==> src/include/msc_cfg.svh <==
`ifndef MSC_CFG_SVH
`define MSC_CFG_SVH

// Special register numbers
`define MSC_SPR_FAULT_CAUSE  10'd18
`define MSC_SPR_FAULT_ADDR   10'd19

// Machine state bit positions, bit 0 is the least significant
`define MSC_B_TRAP_ORDER     16
`define MSC_B_ASYNC_GATE     15
`define MSC_B_NONSUPER       14
`define MSC_B_FLOAT_ON       13
`define MSC_B_HW_FAULT_ON    12
`define MSC_B_FMODE_HI       11
`define MSC_B_STEP_TRACE     10
`define MSC_B_JUMP_TRACE     9
`define MSC_B_FMODE_LO       8
`define MSC_B_VECTOR_TOP     6
`define MSC_B_RESTART_OK     1
`define MSC_B_RUN_ORDER      0

// Writable bits of the machine state register
`define MSC_MS_MASK          32'h0001FF43
// Reset value; the vector top bit comes from the strap
`define MSC_MS_RESET         32'h00000000

// Vector table bases
`define MSC_VEC_LOW          32'h00000000
`define MSC_VEC_HIGH         32'hFFF00000

`endif

==> src/include/msc_pkg.sv <==
package msc_pkg;

	// Write sources of the machine state register
	typedef enum logic [1:0] {
		MSC_WR_MOVE,
		MSC_WR_SYSCALL,
		MSC_WR_RETURN
	} msc_wr_src_t;

	// Register access request from the instruction side
	typedef struct packed {
		logic        ms_write;
		msc_wr_src_t ms_src;
		logic        spr_write;
		logic [9:0]  spr_num;
		logic [31:0] data;
	} msc_req_t;

	// Exception entry event
	typedef struct packed {
		logic        take;
		logic        align;
		logic        cause_valid;
		logic [31:0] cause;
		logic [31:0] addr;
		logic [31:0] new_ms;
	} msc_exc_t;

	// Decoded controls toward the core
	typedef struct packed {
		logic       run_little;
		logic       async_ok;
		logic       super_ok;
		logic       float_dispatch_ok;
		logic       hw_fault_ok;
		logic       step_trace;
		logic       in_order;
		logic       jump_trace;
		logic       float_precise;
		logic       restart_ok;
		logic [31:0] vector_base;
	} msc_ctl_t;

endpackage : msc_pkg

==> src/core/msc_machine_state_control.sv <==
`timescale 1ns/1ns
`include "msc_cfg.svh"
module msc_machine_state_control (
	input  wire logic              clk_sys,
	input  wire logic              resetn,
	input  wire logic              vector_top_strap,
	input  wire msc_pkg::msc_req_t req,
	input  wire msc_pkg::msc_exc_t exc,
	input  wire logic              instr_done,
	input  wire logic              instr_fault,
	input  wire logic              branch_done,
	input  wire logic              ext_int_req,
	input  wire logic              dec_req,
	input  wire logic              hw_fault_req,
	input  wire logic              float_exc_req,
	output logic [31:0]            machine_state,
	output logic [31:0]            saved_state,
	output logic [31:0]            access_fault_cause,
	output logic [31:0]            fault_address,
	output msc_pkg::msc_ctl_t      ctl,
	output logic                   trace_exc,
	output logic                   async_take,
	output logic                   hw_fault_take,
	output logic                   float_assist_take
);
	import msc_pkg::*;

	// Architectural registers
	logic [31:0] ms_reg;
	logic [31:0] ms_next;
	logic [31:0] save_reg;
	logic [31:0] cause_reg;
	logic [31:0] addr_reg;
	logic        strap_seen_reg;

	// Decoded control flops, one per field
	logic        run_little_reg;
	logic        async_ok_reg;
	logic        super_ok_reg;
	logic        float_ok_reg;
	logic        hw_fault_ok_reg;
	logic        step_trace_reg;
	logic        in_order_reg;
	logic        jump_trace_reg;
	logic        precise_reg;
	logic        restart_ok_reg;
	logic [31:0] vector_base_reg;

	// Gated event flops
	logic        trace_reg;
	logic        async_reg;
	logic        hw_fault_reg;
	logic        float_reg;

	// Byte order, interrupt gate, privilege, unit enable and restart taps
	wire        ms_trap_order  = ms_reg[`MSC_B_TRAP_ORDER];
	wire        ms_run_order   = ms_reg[`MSC_B_RUN_ORDER];
	wire        ms_async_gate  = ms_reg[`MSC_B_ASYNC_GATE];
	wire        ms_nonsuper    = ms_reg[`MSC_B_NONSUPER];
	wire        ms_float_on    = ms_reg[`MSC_B_FLOAT_ON];
	wire        ms_hw_fault_on = ms_reg[`MSC_B_HW_FAULT_ON];
	wire        ms_restart_ok  = ms_reg[`MSC_B_RESTART_OK];

	// Trace, vector and float mode taps
	wire        ms_step_trace  = ms_reg[`MSC_B_STEP_TRACE];
	wire        ms_jump_trace  = ms_reg[`MSC_B_JUMP_TRACE];
	wire        ms_vector_top  = ms_reg[`MSC_B_VECTOR_TOP];
	wire [1:0]  fmode          = {ms_reg[`MSC_B_FMODE_HI], ms_reg[`MSC_B_FMODE_LO]};

	// Exception entry state: run order follows the old trap order
	wire [31:0] entry_base     = exc.new_ms & `MSC_MS_MASK & ~(32'h1 << `MSC_B_RUN_ORDER);
	wire [31:0] entry_order    = {31'h0, ms_trap_order} << `MSC_B_RUN_ORDER;
	wire [31:0] exc_ms         = entry_base | entry_order;

	// Software writes: move, system call and return all land
	wire        src_move       = (req.ms_src == MSC_WR_MOVE);
	wire        src_syscall    = (req.ms_src == MSC_WR_SYSCALL);
	wire        src_return     = (req.ms_src == MSC_WR_RETURN);
	wire        wr_ms_hit      = req.ms_write && (src_move || src_syscall || src_return);
	wire [31:0] wr_ms          = req.data & `MSC_MS_MASK;

	// Fault register loads, exception entry over software
	wire        load_cause     = exc.take && exc.cause_valid;
	wire        load_addr      = exc.take && exc.align;
	wire        wr_cause       = req.spr_write && (req.spr_num == `MSC_SPR_FAULT_CAUSE);
	wire        wr_addr        = req.spr_write && (req.spr_num == `MSC_SPR_FAULT_ADDR);

	// Decoded control values
	wire        precise_mode   = (fmode != 2'h0);
	wire [31:0] vector_sel     = ms_vector_top ? `MSC_VEC_HIGH : `MSC_VEC_LOW;

	// Gated causes toward the event flops
	wire        step_hit       = instr_done && !instr_fault && ms_step_trace;
	wire        jump_hit       = branch_done && ms_jump_trace;
	wire        async_hit      = (ext_int_req || dec_req) && ms_async_gate;
	wire        hw_fault_hit   = hw_fault_req && ms_hw_fault_on;
	wire        float_hit      = float_exc_req && precise_mode;

	// Strap value loaded at the first edge after reset
	wire        strap_load     = !strap_seen_reg;
	wire [31:0] strap_ms       = `MSC_MS_RESET | ({31'h0, vector_top_strap} << `MSC_B_VECTOR_TOP);

	// Next-state source, exception entry over software
	wire [1:0]  ms_pick        = exc.take ? 2'h2 : (wr_ms_hit ? 2'h1 : 2'h0);

	// Next machine state
	always_comb begin
		case (ms_pick)
			2'h2: begin
				ms_next = exc_ms;
			end
			2'h1: begin
				ms_next = wr_ms;
			end
			default: begin
				ms_next = ms_reg;
			end
		endcase
	end

	// Strap capture flag, set at the first edge after reset
	always_ff @(posedge clk_sys or negedge resetn) begin
		if (!resetn) begin
			strap_seen_reg <= 1'b0;
		end else begin
			strap_seen_reg <= 1'b1;
		end
	end

	// Machine state register, strap value first
	always_ff @(posedge clk_sys or negedge resetn) begin
		if (!resetn) begin
			ms_reg <= `MSC_MS_RESET;
		end else if (strap_load) begin
			ms_reg <= strap_ms;
		end else begin
			ms_reg <= ms_next;
		end
	end

	// Save register takes old state on exception
	always_ff @(posedge clk_sys or negedge resetn) begin
		if (!resetn) begin
			save_reg <= 32'h00000000;
		end else if (exc.take) begin
			save_reg <= ms_reg;
		end
	end

	// Fault cause register, kept through reset
	always_ff @(posedge clk_sys) begin
		if (load_cause) begin
			cause_reg <= exc.cause;
		end else if (wr_cause) begin
			cause_reg <= req.data;
		end
	end

	// Fault address register, kept through reset
	always_ff @(posedge clk_sys) begin
		if (load_addr) begin
			addr_reg <= exc.addr;
		end else if (wr_addr) begin
			addr_reg <= req.data;
		end
	end

	// Run byte order for normal processing
	always_ff @(posedge clk_sys or negedge resetn) begin
		if (!resetn) begin
			run_little_reg <= 1'b0;
		end else begin
			run_little_reg <= ms_run_order;
		end
	end

	// External and decrementer interrupt gate
	always_ff @(posedge clk_sys or negedge resetn) begin
		if (!resetn) begin
			async_ok_reg <= 1'b0;
		end else begin
			async_ok_reg <= ms_async_gate;
		end
	end

	// Supervisor instructions allowed
	always_ff @(posedge clk_sys or negedge resetn) begin
		if (!resetn) begin
			super_ok_reg <= 1'b0;
		end else begin
			super_ok_reg <= !ms_nonsuper;
		end
	end

	// Float dispatch allowed
	always_ff @(posedge clk_sys or negedge resetn) begin
		if (!resetn) begin
			float_ok_reg <= 1'b0;
		end else begin
			float_ok_reg <= ms_float_on;
		end
	end

	// Machine check allowed
	always_ff @(posedge clk_sys or negedge resetn) begin
		if (!resetn) begin
			hw_fault_ok_reg <= 1'b0;
		end else begin
			hw_fault_ok_reg <= ms_hw_fault_on;
		end
	end

	// Single-step trace armed
	always_ff @(posedge clk_sys or negedge resetn) begin
		if (!resetn) begin
			step_trace_reg <= 1'b0;
		end else begin
			step_trace_reg <= ms_step_trace;
		end
	end

	// Strict program order while stepping
	always_ff @(posedge clk_sys or negedge resetn) begin
		if (!resetn) begin
			in_order_reg <= 1'b0;
		end else begin
			in_order_reg <= ms_step_trace;
		end
	end

	// Branch trace armed
	always_ff @(posedge clk_sys or negedge resetn) begin
		if (!resetn) begin
			jump_trace_reg <= 1'b0;
		end else begin
			jump_trace_reg <= ms_jump_trace;
		end
	end

	// Precise float exception mode
	always_ff @(posedge clk_sys or negedge resetn) begin
		if (!resetn) begin
			precise_reg <= 1'b0;
		end else begin
			precise_reg <= precise_mode;
		end
	end

	// Recoverable state flag
	always_ff @(posedge clk_sys or negedge resetn) begin
		if (!resetn) begin
			restart_ok_reg <= 1'b0;
		end else begin
			restart_ok_reg <= ms_restart_ok;
		end
	end

	// Vector table base
	always_ff @(posedge clk_sys or negedge resetn) begin
		if (!resetn) begin
			vector_base_reg <= 32'h00000000;
		end else begin
			vector_base_reg <= vector_sel;
		end
	end

	// Trace exception from step or branch
	always_ff @(posedge clk_sys or negedge resetn) begin
		if (!resetn) begin
			trace_reg <= 1'b0;
		end else begin
			trace_reg <= step_hit || jump_hit;
		end
	end

	// Gated external or decrementer interrupt
	always_ff @(posedge clk_sys or negedge resetn) begin
		if (!resetn) begin
			async_reg <= 1'b0;
		end else begin
			async_reg <= async_hit;
		end
	end

	// Gated machine check
	always_ff @(posedge clk_sys or negedge resetn) begin
		if (!resetn) begin
			hw_fault_reg <= 1'b0;
		end else begin
			hw_fault_reg <= hw_fault_hit;
		end
	end

	// Float assist call, never in ignore mode
	always_ff @(posedge clk_sys or negedge resetn) begin
		if (!resetn) begin
			float_reg <= 1'b0;
		end else begin
			float_reg <= float_hit;
		end
	end

	// Register views
	assign machine_state      = ms_reg;
	assign saved_state        = save_reg;
	assign access_fault_cause = cause_reg;
	assign fault_address      = addr_reg;

	// Decoded controls
	assign ctl                = '{
		run_little:        run_little_reg,
		async_ok:          async_ok_reg,
		super_ok:          super_ok_reg,
		float_dispatch_ok: float_ok_reg,
		hw_fault_ok:       hw_fault_ok_reg,
		step_trace:        step_trace_reg,
		in_order:          in_order_reg,
		jump_trace:        jump_trace_reg,
		float_precise:     precise_reg,
		restart_ok:        restart_ok_reg,
		vector_base:       vector_base_reg
	};

	// Gated events
	assign trace_exc          = trace_reg;
	assign async_take         = async_reg;
	assign hw_fault_take      = hw_fault_reg;
	assign float_assist_take  = float_reg;

endmodule : msc_machine_state_control

==> config.mk <==
export PLATFORM = sky130hd
export DESIGN_NAME = msc_machine_state_control
export DESIGN_NICKNAME = d
export VERILOG_FILES = /design/src/include/msc_pkg.sv /design/src/core/msc_machine_state_control.sv
export VERILOG_INCLUDE_DIRS = /design/src /design/src/include
export SDC_FILE = /design/constraint.sdc
export NUM_CORES = 1
export LEC_CHECK = 0
export ABC_CLOCK_PERIOD_IN_PS = 3340
export BUFFER_PORTS_ARGS = -buffer_cell sky130_fd_sc_hd__buf_2
export CAP_MARGIN = 10
export CORE_AREA = 4 4 126 128
export CTS_CLUSTER_SIZE = 16
export DETAILED_ROUTE_END_ITERATION = 12
export DIE_AREA = 0 0 130 132
export PLACE_DENSITY_LB_ADDON = 0.12
export SYNTH_ARGS = -nofsm -noshare
export SYNTH_HDL_FRONTEND = slang
export SYNTH_SLANG_ARGS = --single-unit
export TNS_END_PERCENT = 10
==> constraint.sdc <==
create_clock -name clk_sys -period 3.34 [get_ports clk_sys]
set_clock_uncertainty 0.2 [all_clocks]
set_input_delay 0.334 -clock clk_sys [delete_from_list [all_inputs] [get_ports clk_sys]]
set_output_delay 0.334 -clock clk_sys [all_outputs]
set_load 0.01 [all_outputs]
==> impl_metrics.py <==
metrics = {
    "synth": {
        "ys_seq_area_frac": 0.595,
        "synth-warning-count": 0,
        "ys_ff_latch": 103,
        "yosysUniqueCellTypes": 28,
        "postSynthAreaPerCell_um2": 14.7,
        "post_synth_instance_area_mm2": 0.00487,
        "syn_inst": 332,
    },
    "sta": {
        "setup_viol": 0,
        "timing.final.crit_share": 0.621,
        "period_needed_ns": 2.08,
        "postLayoutSetupSlackWorst_ns": 1.26,
        "fmaxAchievable_mhz": 482,
        "rsz0062_at_grt": "no",
        "report.final.slew_viol_count": 0,
        "fin_setup_tns_ns": 0,
        "tightest_slew_ns": 0.852,
        "timing.slew.headroom": 0.432,
        "hold_violations": 0,
    },
    "worst_setup_path": {
        "end_kind": "flip-flop",
        "cp.arrival_ns": 1.92,
        "worstSetupPathType": "in -> reg",
        "crit_buf_inv": 2,
        "crit_path_top_delay_cell": "sky130_fd_sc_hd__nor4b_1",
        "worstPathMaxFanout": 25,
        "chain_of_cells_forming_the_critical_path": "buf_2 > nor4b_1 > nand4b_1 > o21ai_4 > buf_12",
        "start_kind": "primary input",
        "worst-endpoint-required_ns": 3.18,
        "crit_path_max_incr_delay_ns": 0.48,
        "critical-path-top-delay-family": "simple AND/OR/NAND/NOR gates",
    },
    "power": {
        "share_clk_of_total_power": 0.343,
        "net-switching-power_uw": 775,
        "p_leak_nw": 2.97,
        "cellInternalPower_mw": 2.29,
        "vdd_drop_max_v": 0.000264,
        "power_frac_comb": 0.162,
        "power.share.switching": 0.253,
        "seq_power_share": 0.495,
        "power_density_mw_per_mm2": 485,
    },
    "layout": {
        "finish.utilization": 0.424,
        "most-common-layout-cells": "sky130_fd_sc_hd__buf_2, sky130_fd_sc_hd__mux2_2, sky130_fd_sc_hd__edfxtp_1",
        "final_net_count": 722,
        "mostFrequentLayoutCell": "sky130_fd_sc_hd__buf_2",
        "drive_above_1_share": 0.635,
        "stdcell_area_mm2": 0.00631,
        "fill_cells": 1432,
        "flow.area_growth_from_synthesis_pct": 29.6,
    },
    "clock_network": {
        "cts_made_buffers": 9,
        "tritoncts": "built",
        "clk-insertion-delay-late_ns": 0.34,
        "cts.sinks": 103,
        "clk_transition_reported_paths_ns": 0.07,
        "cts.htree.levels": 3,
        "cts_root_buffer": "sky130_fd_sc_hd__clkbuf_16",
        "clockBufferDepth": 2,
    },
    "global_route": {
        "antenna_violations_before_repair": 6,
        "grt_max_degree": 40,
        "number_of_global_route_vias_before_repair": 3305,
        "global_route.usage.total": 0.144,
        "grt_pass1_wl_um": 18500,
        "global_route.overflow_total": 0,
    },
    "placed_design": {
        "gp_congestion": 0.753,
        "place_hpwl_um": 9900,
        "pre_cts_slack_ns": 0.845,
        "buffer_ports.inserted": 247,
        "post_dp_cell_area_mm2": 0.00597,
    },
    "routing": {
        "drt-vias-per-instance": 4.27,
        "route.detailed.wl_per_inst_um": 16.6,
        "first_pass_iteration_count_of_the_detailed_router": 4,
        "vias": 3254,
        "drt.antenna.violating_nets": 0,
        "drt-total-wl_um": 12600,
        "drc": 0,
        "first_iter_violations": 120,
    },
    "floorplan": {
        "core_mm2": 0.0149,
        "rows": 45,
        "floorplan.die_area_mm2": 0.0172,
        "die_width_um": 130,
        "start_util": 0.328,
        "die_height_um": 132,
        "floorplan.io_pins": 329,
    },
    "run": {
        "max_cap_viol_count": 0,
    },
    "status": {
        "outcome": "complete, no violations",
    },
    "hold_path": {
        "hold_path.class": "in -> reg",
    },
}
==> power groups by stage <==
stage | Combinational [mW] | Sequential [mW] | Clock (mW)
finish | 0.497 | 1.51 | 1.05
global route | 0.547 | 1.53 | 1.13
CTS | 0.508 | 1.52 | 1.09
detailed placement | 0.502 | 1.54 | 0
global placement | 0.500 | 1.54 | 0
floorplan | 0.286 | 1.59 | 0
==> through the flow <==
stage | std cells | power, mW | hold WS, ns
final | 762 | 3.06 | 0.0121
after global routing | 762 | 3.21 | 0.00524
after CTS | 760 | 3.11 | 0.000100
after detailed placement | 739 | 2.05 | 0.221
after global placement | 739 | 2.04 | 0.209
after floorplan | 391 | 1.88 | -0.162
==> synthesized netlist by cell type <==
library cell / number / area share
sky130_fd_sc_hd__buf_4: 82 / 0.13
sky130_fd_sc_hd__mux2_2: 76 / 0.18
sky130_fd_sc_hd__edfxtp_1: 64 / 0.39
sky130_fd_sc_hd__dfrtp_1: 39 / 0.20
sky130_fd_sc_hd__nand2_1: 13 / 0.010
sky130_fd_sc_hd__mux2i_1: 11 / 0.023
sky130_fd_sc_hd__o21ai_2: 10 / 0.018
sky130_fd_sc_hd__buf_2: 8 / 0.0082
sky130_fd_sc_hd__o21ai_0: 4 / 0.0041
sky130_fd_sc_hd__inv_1: 3 / 0.0023
sky130_fd_sc_hd__and2_1: 2 / 0.0026
sky130_fd_sc_hd__conb_1: 2 / 0.0015
sky130_fd_sc_hd__nand2_2: 2 / 0.0026
sky130_fd_sc_hd__nor4b_1: 2 / 0.0036
sky130_fd_sc_hd__a21bo_2: 1 / 0.0021
sky130_fd_sc_hd__a21oi_1: 1 / 0.0010
sky130_fd_sc_hd__a32oi_1: 1 / 0.0018
sky130_fd_sc_hd__buf_6: 1 / 0.0023
sky130_fd_sc_hd__buf_8: 1 / 0.0031
sky130_fd_sc_hd__inv_2: 1 / 0.00077
sky130_fd_sc_hd__nand2b_4: 1 / 0.0028
sky130_fd_sc_hd__nand3_1: 1 / 0.0010
sky130_fd_sc_hd__nand4b_1: 1 / 0.0018
sky130_fd_sc_hd__nor2_4: 1 / 0.0023
sky130_fd_sc_hd__nor3b_4: 1 / 0.0039
sky130_fd_sc_hd__o211ai_1: 1 / 0.0015
sky130_fd_sc_hd__o21a_1: 1 / 0.0015
sky130_fd_sc_hd__or2_2: 1 / 0.0013
==> metal layers <==
layer,share of wire,vias up,track usage
met5,0.0046,-,0
met4,0.018,8,0.0548
met3,0.11,20,0.0563
met2,0.51,178,0.248
met1,0.36,1540,0.158
li1,-,1508,-
==> cell families (layout without fill, tap and decap cells) <==
logic type | after synthesis | after routing | synth area share
DFF | 103 | 103 | 0.595
buffers and inverters | 96 | 277 | 0.143
muxes | 87 | 87 | 0.198
and+or+nand+nor | 25 | 25 | 0.0319
AOI/OAI and AO/OA | 19 | 19 | 0.0301
other | 2 | 63 | 0.00154
==> repair_timing <==
item                      4_1_cts  5_1_grt
hold buffers                    5        0
resized for setup               0        0
setup buffers                   0        0
hold endpoints to repair       42        0
==> worst reg2reg max path, cell delays in order, from the launching register on <==
cell                       delay, ns
sky130_fd_sc_hd__dfrtp_1        0.44
sky130_fd_sc_hd__inv_2          0.08
sky130_fd_sc_hd__nor3b_4        0.52
sky130_fd_sc_hd__nand2b_4       0.37
sky130_fd_sc_hd__o21ai_0        0.12
==> path summary, 6_finish.rpt <==
check	startpoint	endpoint	slack, ns	cells after the start
hold / removal	hw_fault_req	hw_fault_take	0.01	2
setup / recovery	req[35]	fault_address[4]	1.26	5
max in group asynchronous	resetn	in_order_reg	1.96	2
setup reg to reg	strap_seen_reg	machine_state[16]	1.49	4
min in group asynchronous	resetn	hw_fault_take	0.43	2
hold reg to reg	machine_state[13]	float_ok_reg	0.23	0
==> layout make-up <==
class	instances	area [um2]	area share
antenna	2	5.00	0.000793
clock buffer	10	229	0.0363
clock inverter	6	60.1	0.00952
inverter	4	15.0	0.00238
multi-input combinational	192	1520	0.241
sequential	103	2900	0.459
tap	188	235	0.0373
timing repair buffer	257	1350	0.214
(Power assumes the default switching activity.)
